===== config.mk =====
export PLATFORM = sky130hd
export DESIGN_NAME = gdf_core
export DESIGN_NICKNAME = d
export VERILOG_FILES = /design/src/include/gdf_pkg.sv /design/src/gdf_sync.sv /design/src/gdf_core.sv
export SDC_FILE = /design/constraint.sdc
export NUM_CORES = 1
export LEC_CHECK = 0
export ABC_AREA = 1
export BUFFER_PORTS_ARGS = -buffer_cell sky130_fd_sc_hd__clkbuf_2
export CORE_MARGIN = 1
export CORE_UTILIZATION = 45
export CTS_CLUSTER_DIAMETER = 120
export DETAILED_ROUTE_END_ITERATION = 7
export SYNTH_ARGS = -nofsm -noshare
export SYNTH_HDL_FRONTEND = slang
export SYNTH_SLANG_ARGS = --single-unit

===== constraint.sdc =====
create_clock -name clk_sys_in -period 1.9 [get_ports clk_sys_in]
set_input_delay 0.475 -clock clk_sys_in [delete_from_list [all_inputs] [get_ports clk_sys_in]]
set_output_delay 0.475 -clock clk_sys_in [all_outputs]
set_load 0.01 [all_outputs]

===== src/include/gdf_pkg.sv =====
// Package of constants and types for the gate driver fault feedback block
package gdf_pkg;

    // ==================================================================
    // Clock and timing
    // ==================================================================
    localparam int CLK_FREQ_HZ     = 25_000_000;
    localparam int CLK_PERIOD_NS   = 40;
    localparam int ACK_PULSE_NS    = 900;
    localparam int SC_SAMPLE_NS    = 8500;
    localparam int SC_DEADLINE_NS  = 10000;
    localparam int FAULT_HOLD_MS   = 1000;
    // Acknowledge pulse: about 900 ns, rounded down
    localparam int ACK_CYCLES      = ACK_PULSE_NS / CLK_PERIOD_NS;
    // Comparator sample point after turn-on, rounded down
    localparam int SC_SAMPLE_CYCLES = SC_SAMPLE_NS / CLK_PERIOD_NS;
    // Latest turn-off after turn-on, rounded down
    localparam int SC_DEADLINE_CYCLES = SC_DEADLINE_NS / CLK_PERIOD_NS;
    // Fault hold, one second
    localparam int FAULT_HOLD_CYCLES = (CLK_FREQ_HZ / 1000) * FAULT_HOLD_MS;

    localparam int TMR_W  = 9;
    localparam int HOLD_W = 25;

    // ==================================================================
    // Mode jumper encoding: 1-2 bridged reads 0, 2-3 bridged reads 1
    // ==================================================================
    localparam logic JUMPER_TWO_LEVEL   = 1'h0;
    localparam logic JUMPER_MULTI_LEVEL = 1'h1;

    typedef enum logic {GDF_MODE_TWO_LEVEL, GDF_MODE_MULTI_LEVEL} gdf_mode_t;

    // Synchronised pin inputs
    typedef struct packed {
        logic cmd_light;
        logic sc_comp;
        logic uvlo;
        logic jumper;
    } gdf_pins_t;

endpackage : gdf_pkg


===== src/gdf_sync.sv =====
// Two-flop synchroniser for a vector of pin inputs
`timescale 1ns/1ns
module gdf_sync
    import gdf_pkg::*;
#(
    parameter int W = 4
)(
    input  wire logic         clk_sys_in,
    input  wire logic         rstn_in,
    input  wire logic [W-1:0] async_in,
    output logic      [W-1:0] sync_out
);
    logic [W-1:0] stage1;
    logic [W-1:0] next_stage1;
    logic [W-1:0] next_sync;

    // ==================================================================
    // Next values: first stage feeds only the second
    // ==================================================================
    always_comb
    begin
        next_stage1 = async_in;
        next_sync   = stage1;
    end

    always_ff @(posedge clk_sys_in or negedge rstn_in)
    begin
        if (!rstn_in)
        begin
            stage1   <= '0;
            sync_out <= '0;
        end
        else
        begin
            stage1   <= next_stage1;
            sync_out <= next_sync;
        end
    end

endmodule : gdf_sync


===== src/gdf_core.sv =====
// Gate driver command, short-circuit response and status feedback logic
`timescale 1ns/1ns
module gdf_core
    import gdf_pkg::*;
#(
    parameter int HOLD_CYCLES = FAULT_HOLD_CYCLES
)(
    input  wire logic clk_sys_in,
    input  wire logic rstn_in,
    input  wire logic cmd_light_in,
    input  wire logic sc_comp_in,
    input  wire logic uvlo_in,
    input  wire logic mode_select_jumper_in,
    output logic      gate_on_out,
    output logic      status_light_out,
    output logic      fault_active_out,
    output logic      mode_multi_out
);

    // ==================================================================
    // Pin synchronisation
    // ==================================================================
    gdf_pins_t pins;
    logic [3:0] pins_raw;
    logic [3:0] pins_sync;

    assign pins_raw = {cmd_light_in, sc_comp_in, uvlo_in, mode_select_jumper_in};
    assign pins     = gdf_pins_t'(pins_sync);

    gdf_sync #(.W(4)) u_sync (
        .clk_sys_in (clk_sys_in),
        .rstn_in    (rstn_in),
        .async_in   (pins_raw),
        .sync_out   (pins_sync)
    );

    // ==================================================================
    // State
    // ==================================================================
    gdf_mode_t         mode;
    logic              cmd_prev;
    logic [TMR_W-1:0]  on_tmr;
    logic              sampled;
    logic              sc_lock;
    logic [HOLD_W-1:0] hold_cnt;
    logic [4:0]        ack_cnt;
    logic              gate;
    logic              status;

    gdf_mode_t         next_mode;
    logic              next_cmd_prev;
    logic [TMR_W-1:0]  next_on_tmr;
    logic              next_sampled;
    logic              next_sc_lock;
    logic [HOLD_W-1:0] next_hold_cnt;
    logic [4:0]        next_ack_cnt;
    logic              next_gate;
    logic              next_status;
    logic              edge_seen;
    logic              sc_detect;

    // ==================================================================
    // Next-state logic
    // ==================================================================
    always_comb
    begin
        // Mode follows the jumper; no latch so a moved jumper acts at once
        next_mode = (pins.jumper == JUMPER_MULTI_LEVEL) ? GDF_MODE_MULTI_LEVEL
                                                         : GDF_MODE_TWO_LEVEL;
        next_cmd_prev = pins.cmd_light;
        edge_seen     = pins.cmd_light ^ cmd_prev;

        // On-time timer restarts at every turn-on command
        next_on_tmr  = on_tmr;
        next_sampled = sampled;
        if (pins.cmd_light && !cmd_prev)
        begin
            next_on_tmr  = '0;
            next_sampled = 1'b0;
        end
        else if (pins.cmd_light && on_tmr != TMR_W'(SC_DEADLINE_CYCLES))
        begin
            next_on_tmr = on_tmr + TMR_W'(1);
        end

        // Single comparator look per turn-on, at the sample point
        sc_detect = pins.cmd_light && !sampled
                    && on_tmr == TMR_W'(SC_SAMPLE_CYCLES - 1) && pins.sc_comp;
        if (pins.cmd_light && on_tmr == TMR_W'(SC_SAMPLE_CYCLES - 1))
        begin
            next_sampled = 1'b1;
        end

        // Fault hold counter; a fresh detection restarts the hold
        next_sc_lock  = sc_lock;
        next_hold_cnt = hold_cnt;
        if (sc_detect)
        begin
            next_sc_lock  = 1'b1;
            next_hold_cnt = '0;
        end
        else if (sc_lock)
        begin
            if (hold_cnt == HOLD_W'(HOLD_CYCLES - 1))
            begin
                next_sc_lock = 1'b0;
            end
            else
            begin
                next_hold_cnt = hold_cnt + HOLD_W'(1);
            end
        end

        // Edge acknowledge pulse counter
        next_ack_cnt = ack_cnt;
        if (edge_seen)
        begin
            next_ack_cnt = 5'(ACK_CYCLES);
        end
        else if (ack_cnt != 5'h00)
        begin
            next_ack_cnt = ack_cnt - 5'h01;
        end

        // Gate command
        next_gate = pins.cmd_light;
        if (pins.uvlo)
        begin
            next_gate = 1'b0;
        end
        else if (next_mode == GDF_MODE_TWO_LEVEL && (sc_detect || sc_lock))
        begin
            // Two-level: local turn-off, ignoring command until hold ends
            next_gate = 1'b0;
        end
        // Multilevel leaves the gate on the command; host sequences turn-off

        // Feedback light: healthy and no pulse in progress
        next_status = !pins.uvlo && !sc_lock && !sc_detect
                      && !edge_seen && ack_cnt <= 5'h01;
    end

    // ==================================================================
    // Registers
    // ==================================================================
    always_ff @(posedge clk_sys_in or negedge rstn_in)
    begin
        if (!rstn_in)
        begin
            mode     <= GDF_MODE_TWO_LEVEL;
            cmd_prev <= 1'b0;
            on_tmr   <= '0;
            sampled  <= 1'b1;
            sc_lock  <= 1'b0;
            hold_cnt <= '0;
            ack_cnt  <= 5'h00;
            gate     <= 1'b0;
            status   <= 1'b0;
        end
        else
        begin
            mode     <= next_mode;
            cmd_prev <= next_cmd_prev;
            on_tmr   <= next_on_tmr;
            sampled  <= next_sampled;
            sc_lock  <= next_sc_lock;
            hold_cnt <= next_hold_cnt;
            ack_cnt  <= next_ack_cnt;
            gate     <= next_gate;
            status   <= next_status;
        end
    end

    assign gate_on_out      = gate;
    assign status_light_out = status;
    assign fault_active_out = sc_lock;
    assign mode_multi_out   = (mode == GDF_MODE_MULTI_LEVEL);

    // ==================================================================
    // Assertions
    // ==================================================================
    property p_two_level_off;
        @(posedge clk_sys_in) disable iff (!rstn_in)
        (sc_lock && mode == GDF_MODE_TWO_LEVEL && $past(mode) == GDF_MODE_TWO_LEVEL) |-> !gate;
    endproperty
    a_two_level_off: assert property (p_two_level_off)
        else $error("gate on during two-level fault");

    property p_multi_follow;
        @(posedge clk_sys_in) disable iff (!rstn_in)
        (mode == GDF_MODE_MULTI_LEVEL && next_mode == GDF_MODE_MULTI_LEVEL && !pins.uvlo)
        |=> gate == $past(pins.cmd_light);
    endproperty
    a_multi_follow: assert property (p_multi_follow)
        else $error("gate not following command in multilevel mode");

    property p_mode_jumper;
        @(posedge clk_sys_in) disable iff (!rstn_in)
        ##1 (mode == GDF_MODE_MULTI_LEVEL) == $past(pins.jumper);
    endproperty
    a_mode_jumper: assert property (p_mode_jumper)
        else $error("mode does not match jumper");

    property p_fault_dark;
        @(posedge clk_sys_in) disable iff (!rstn_in)
        (sc_lock || pins.uvlo) |=> !status;
    endproperty
    a_fault_dark: assert property (p_fault_dark)
        else $error("light on during malfunction");

    property p_ack_pulse;
        @(posedge clk_sys_in) disable iff (!rstn_in)
        edge_seen |=> !status [*8];
    endproperty
    a_ack_pulse: assert property (p_ack_pulse)
        else $error("acknowledge pulse too short");

    // Cycles left between the comparator look and the turn-off deadline;
    // three cycles of the pin-to-timer latency are already spent
    localparam int DL_SLACK = SC_DEADLINE_CYCLES - SC_SAMPLE_CYCLES - 3;

    // The on-time timer stands in for a long repetition: once it reaches the
    // sample point with the comparator high in two-level mode, the gate must drop before the deadline
    property p_deadline;
        @(posedge clk_sys_in) disable iff (!rstn_in)
        (pins.cmd_light && !sampled && on_tmr == TMR_W'(SC_SAMPLE_CYCLES - 1)
         && pins.sc_comp && next_mode == GDF_MODE_TWO_LEVEL)
        |-> ##[1:DL_SLACK] !gate;
    endproperty
    a_deadline: assert property (p_deadline)
        else $error("switch not off by deadline");

    property p_hold_start;
        @(posedge clk_sys_in) disable iff (!rstn_in)
        sc_detect |=> sc_lock && hold_cnt == '0;
    endproperty
    a_hold_start: assert property (p_hold_start)
        else $error("fault hold not started");

    property p_uvlo_off;
        @(posedge clk_sys_in) disable iff (!rstn_in)
        pins.uvlo |=> !gate;
    endproperty
    a_uvlo_off: assert property (p_uvlo_off)
        else $error("gate on under undervoltage");

    c_ack: cover property (@(posedge clk_sys_in) disable iff (!rstn_in) edge_seen ##1 !status);
    c_sc_two: cover property (@(posedge clk_sys_in) disable iff (!rstn_in)
        sc_detect && mode == GDF_MODE_TWO_LEVEL);
    c_sc_multi: cover property (@(posedge clk_sys_in) disable iff (!rstn_in)
        sc_detect && mode == GDF_MODE_MULTI_LEVEL);
    c_hold_end: cover property (@(posedge clk_sys_in) disable iff (!rstn_in) $fell(sc_lock));

endmodule : gdf_core


### Word level (Yosys, flattened, before mapping)

Cells that the tools add are included.

| storage, ports and cells | value |
|---|---|
| register bits | 53 |
| input port bits | 6 |
| output and inout bits | 4 |

| cells by class | value |
|---|---|
| add/subtract/negate cells | 3 |
| order comparisons | 1 |
| equality and inequality tests | 4 |
| mux-type cells | 15 |
| bitwise gates (word level) | 2 |
| reductions and logical operators | 24 |

Operators by type and width:

| kind | number |
|---|---|
| 25-bit two-way mux | 3 |
| 25-bit by 1-bit adder with 25-bit output, second input constant | 1 |
| 25-bit == test, second input constant | 1 |
| 9-bit two-way mux | 2 |
| 1-bit logical AND | 11 |
| 5-bit two-way mux | 2 |
| 9-bit by 1-bit adder with 9-bit output, second input constant | 1 |
| 9-bit by 8-bit == test with 1-bit output, second input constant | 1 |
| 9-bit by 8-bit inequality test with 1-bit output, second input constant | 1 |
| 1-bit two-way mux | 8 |
| 2-bit nonzero test | 4 |
| 1-bit logical NOT | 6 |
| 5-bit by 1-bit less-or-equal comparator with 1-bit output, second input constant | 1 |
| 5-bit nonzero test | 1 |
| 5-bit by 1-bit subtractor with 5-bit output, second input constant | 1 |
| 2-bit inequality test, second input constant | 1 |
| 2-bit AND reduction | 1 |
| 1-bit logical OR | 1 |
| 1-bit inverter | 1 |
| 1-bit bitwise XOR | 1 |

### Logic depth before layout (Yosys ltp)

| logic depth | value |
|---|---|
| depth after elaboration | 8 |
| gate-level depth with buffers | 10 |
| mapped depth without buffers | 10 |

### Cells and area by module

A second synthesis with hierarchy kept.

| unflattened totals | value |
|---|---|
| cell total of the unflattened synthesis | 407 |
| area, all modules | 3037.9 um^2 |

Modules (own cells, without submodules):

| module | times used | cells an instance | area each (um^2) | sequential area each (um^2) |
|---|---|---|---|---|
| gdf_core | 1 | 399 | 2837.7 | 1127.3 |
| gdf_sync | 1 | 8 | 200.2 | 200.2 |

### Worst setup path before layout

No wires, ideal clock.

| path | value |
|---|---|
| kind | register -> register |
| from | register hold_cnt[0] |
| to | register hold_cnt[0] |
| setup time | 0.077 ns |
| arrival | 1.385 ns |
| data required time | 1.823 ns |
| path slack | 0.437 ns |
| cell stages (with the launch flop) | 9 |
| buffers on the path | 0 |
| clock period less this slack | 1.463 ns |
| cells stage by stage | dfrtp_1 -> ha_1 -> nand3_1 -> nor2_2 -> nand3_1 -> nor2_1 -> nor2_2 -> nand2_1 -> o21ai_1 |

| on the way | value |
|---|---|
| word-level cells in the longest chain between the ends | 4 |

Ends and longest elaborated chain:

| what | line | source |
|---|---|---|
| start, declared | gdf_core.sv:45 | `logic [HOLD_W-1:0] hold_cnt;` |
| start signal, assigned | gdf_core.sv:167 | `hold_cnt <= next_hold_cnt;` |
| 25-bit by 1-bit adder with 25-bit output | gdf_core.sv:110 | `next_hold_cnt = hold_cnt + HOLD_W'(1);` |
| 25-bit two-way mux | gdf_core.sv:104 | `if (hold_cnt == HOLD_W'(HOLD_CYCLES - 1))` |
| 25-bit two-way mux | gdf_core.sv:102 | `else if (sc_lock)` |
| 25-bit two-way mux | gdf_core.sv:97 | `if (sc_detect)` |

Several ways; a longest one is shown, not always the timed one. The select of a mux whose other input is x is not followed.
A chain may end at the register's enable or synchronous reset.

### Worst setup path in the final report

| path | value |
|---|---|
| from | register on_tmr[1] |
| to | register hold_cnt[7] |

| on the way | value |
|---|---|
| word-level cells in the longest chain between the ends | 5 |

Ends and longest elaborated chain:

| what | line | source |
|---|---|---|
| start, declared | gdf_core.sv:42 | `logic [TMR_W-1:0] on_tmr;` |
| start signal, assigned | gdf_core.sv:164 | `on_tmr <= next_on_tmr;` |
| 9-bit by 8-bit == test with 1-bit output (*) | gdf_core.sv:88 | `&& on_tmr == TMR_W'(SC_SAMPLE_CYCLES - 1) && pins.sc_comp;` |
| 1-bit logical AND (*) (2 in a row) | gdf_core.sv:88 |  |
| 2-bit inequality test (no line) / 2-bit nonzero test (equally long branches) | -- |  |
| 2-bit AND reduction (no line) | -- |  |

Mark *: on every way between the ends. The rest lies on a longest branch, timed or not.

==> impl_metrics.toml <==
[timing]
hold_viol = 0
setup-tns-final_ps = 0
fin_ws_ps = 212
worst_slew_pin_slew_ps = 392
min_period_ps = 1690
hold_slack_ps = 131
setup_viol = 0
final-max-slew-violation-count = 0
skew_ps = 5.03
max-slew-margin-rel = 0.738
fmax_mhz = 593
post-route-period-util = 0.888
rsz0062_at_grt = "no"

[routing]
drt_iter0_drc = 168
dr.pass1.iters = 4
drtAntennaViolNets = 0
wl_mm = 7.16
wl_per_cell_um = 14.0
vias = 2738
remaining_drc_errors = 0
routed_via_density = 5.37

[setup_path]
rr_worst_depth = 7
reg2reg_slack_ps = 210
slowest_delay_ps = 430
crit_chain = "ha_1 > nand2_1 > nor2_1 > nand4_1 > buf_4 > nand3_1 > o21ai_1"
required_ps = 2100
critPathKind = "flip-flop to flip-flop"
regToRegStartpoint = "on_tmr[1]"
cp.arrival_ps = 1890
cp-endpoint = "hold_cnt[7]"
cp_slowest_cell = "dfrtp_1"
end_kind = "flip-flop"
critPathLaunchType = "flip-flop"
rr_endpoint = "hold_cnt[7]"
crit_start = "on_tmr[1]"
cp_max_fo = 17

[place]
dp_worst_setup_slack_ps = -186
io_buffers = 9
dp_hpwl_mm = 5.23
gp_congestion = 0.918
dpl-instance-area_um2 = 3270
placed_cells = 498

[run]
drv_cap = 0

[power]
seqPwrFrac = 0.577
switching_share = 0.278
leakage_nw = 1.63
p_comb_frac = 0.080
p_int_mw = 1.50
finalPower_mw = 2.08
p_clk_frac = 0.342
ir_drop_mv = 0.382
power_switching_mw = 0.578
power_density_nw_per_um2 = 609

[floorplanning]
core_um2 = 6460
dieArea_um2 = 7170
num_io_pins = 10
die_x_um = 84.7
initial_core_util = 0.476
fp.dieH_um = 84.7
fp-row-count = 29

[finish]
area_growth_pct = 10.9
postLayoutCoreUtil = 0.528
diodes = 0
design_area_um2 = 3410
final_common_cell = "nand2_1"
drive_gt1_frac = 0.115
layout.nets = 445
final_cell_mix = "nand2_1, nand3_1, nor2_1"
final_cells = 510

[outcome]
outcome = "completed"

[clocking]
cts_buffers = 5
clkTransAtPathRegs_ps = 110
clkSinkCount = 53
cts-root-buf = "clkbuf_8"
cts_tree = "built"
cts_max_level = 2
postCtsHoldBufs = 0
clockBufferDepth = 2
clock_latency_ps = 320

[logic_synthesis]
synthDistinctLibCells = 32
ys_ff_latch = 53
syn_area_per_cell_um2 = 7.54
ys_seq_area_frac = 0.431
syn-num-nets = 421
synth_warnings = 0
syn_area_um2 = 3080
syn_inst = 408

[grt]
grt_pass1_wl_mm = 12.4
overflow = 0
grt_max_degree = 54
grt.total_usage = 0.218
antenna_found_initial = 0
grt_pass1_vias = 2537

[min_path]
min_path_type = "input port to asynchronous set/reset pin"
## state kept, by name, summed over array words and instances, names as in the netlist
register,cells
u_sync.next_sync,4
mode_multi_out,1
hold_cnt,25
on_tmr,9
fault_active_out,1
cmd_prev,1
status_light_out,1
sampled,1
ack_cnt,5
gate_on_out,1
u_sync.sync_out,4
## worst min path at each step
stage                        start                 end  cells after the start
3_3_place_gp   u_sync.next_sync[3]  u_sync.sync_out[3]                      0
6_report                   rstn_in           on_tmr[2]                      2
4_1_cts                    rstn_in           on_tmr[0]                      2
3_5_place_dp   u_sync.next_sync[1]  u_sync.sync_out[1]                      0
5_1_grt                    rstn_in           on_tmr[2]                      2
2_1_floorplan              rstn_in          ack_cnt[0]                      0
## cells by family after synthesis
logic type | synth area share
xor gates and xnor gates | 0.0399
buffers and inverters | 0.0756
AOI/OAI and AO/OA | 0.0537
and+or+nand+nor | 0.371
DFF | 0.431
adders and majority gates | 0.0285
## cells in the mapped netlist
library cell | n | area (µm²)
nor3_2 | 1 | 10.0
nor3_1 | 5 | 25.0
nand2_1 | 101 | 379
nor2_1 | 54 | 203
nand3b_1 | 1 | 7.51
o21bai_1 | 2 | 15.0
a32o_1 | 1 | 10.0
o21ai_0 | 6 | 30.0
o21ai_1 | 8 | 40.0
or2_2 | 2 | 12.5
inv_2 | 2 | 7.51
inv_1 | 41 | 154
a21oi_1 | 5 | 25.0
buf_6 | 3 | 33.8
nor2_2 | 3 | 18.8
dfrtp_1 | 52 | 1300
xnor2_1 | 2 | 17.5
o211ai_1 | 1 | 7.51
nand3_4 | 1 | 17.5
xor2_1 | 12 | 105
nand2_4 | 1 | 11.3
ha_1 | 7 | 87.6
nor2_4 | 2 | 22.5
nor3b_1 | 1 | 7.51
nand4_1 | 20 | 125
nand2_2 | 1 | 6.26
buf_2 | 6 | 30.0
a21o_1 | 1 | 7.51
clkbuf_1 | 2 | 7.51
nand3_1 | 59 | 295
o31ai_1 | 4 | 30.0
dfstp_2 | 1 | 26.3
## area by class of cell
class                   count  area, µm²
multi-input cells         301       1530
fillers                   645       3050
well taps                  77       96.3
repair buffers             28        200
flip-flops and latches     53       1330
inverters                  43        161
clock buffers               5       68.8
clock inverters             3       28.8
## power groups by stage
stage / sequential, mW / clock (mW) / combinational, mW
2_1_floorplan: 1.21 / 0 / 0.105
6_report: 1.20 / 0.712 / 0.167
5_1_grt: 1.21 / 0.776 / 0.198
3_3_place_gp: 1.22 / 0 / 0.163
3_5_place_dp: 1.22 / 0 / 0.169
4_1_cts: 1.20 / 0.729 / 0.170
## timing repair
action	CTS	global route
setup endpoints to repair	7	10
pin swaps	0	2
resized for setup	1	1
buffers inserted	0	4
## critical path: cells and delay by family, from the launching register on
kind                     cells  cell delay (ps)
buffers and inverters        1              270
adder cells (fa/ha/maj)      1              260
flip-flops                   1              430
AO/OA/AOI/OAI                1               70
AND/OR/NAND/NOR              4              530
## routing by layer
| metal | up-vias | global-route usage | wire length, µm |
|---|---|---|---|
| li1 | 1380 | - | - |
| met1 | 1290 | 0.324 | 3590 |
| met2 | 61 | 0.336 | 3190 |
| met3 | 7 | 0.0324 | 324 |
| met4 | 0 | 0.0462 | 60 |
| met5 | - | 0 | 0 |
(Power assumes the default switching activity.)
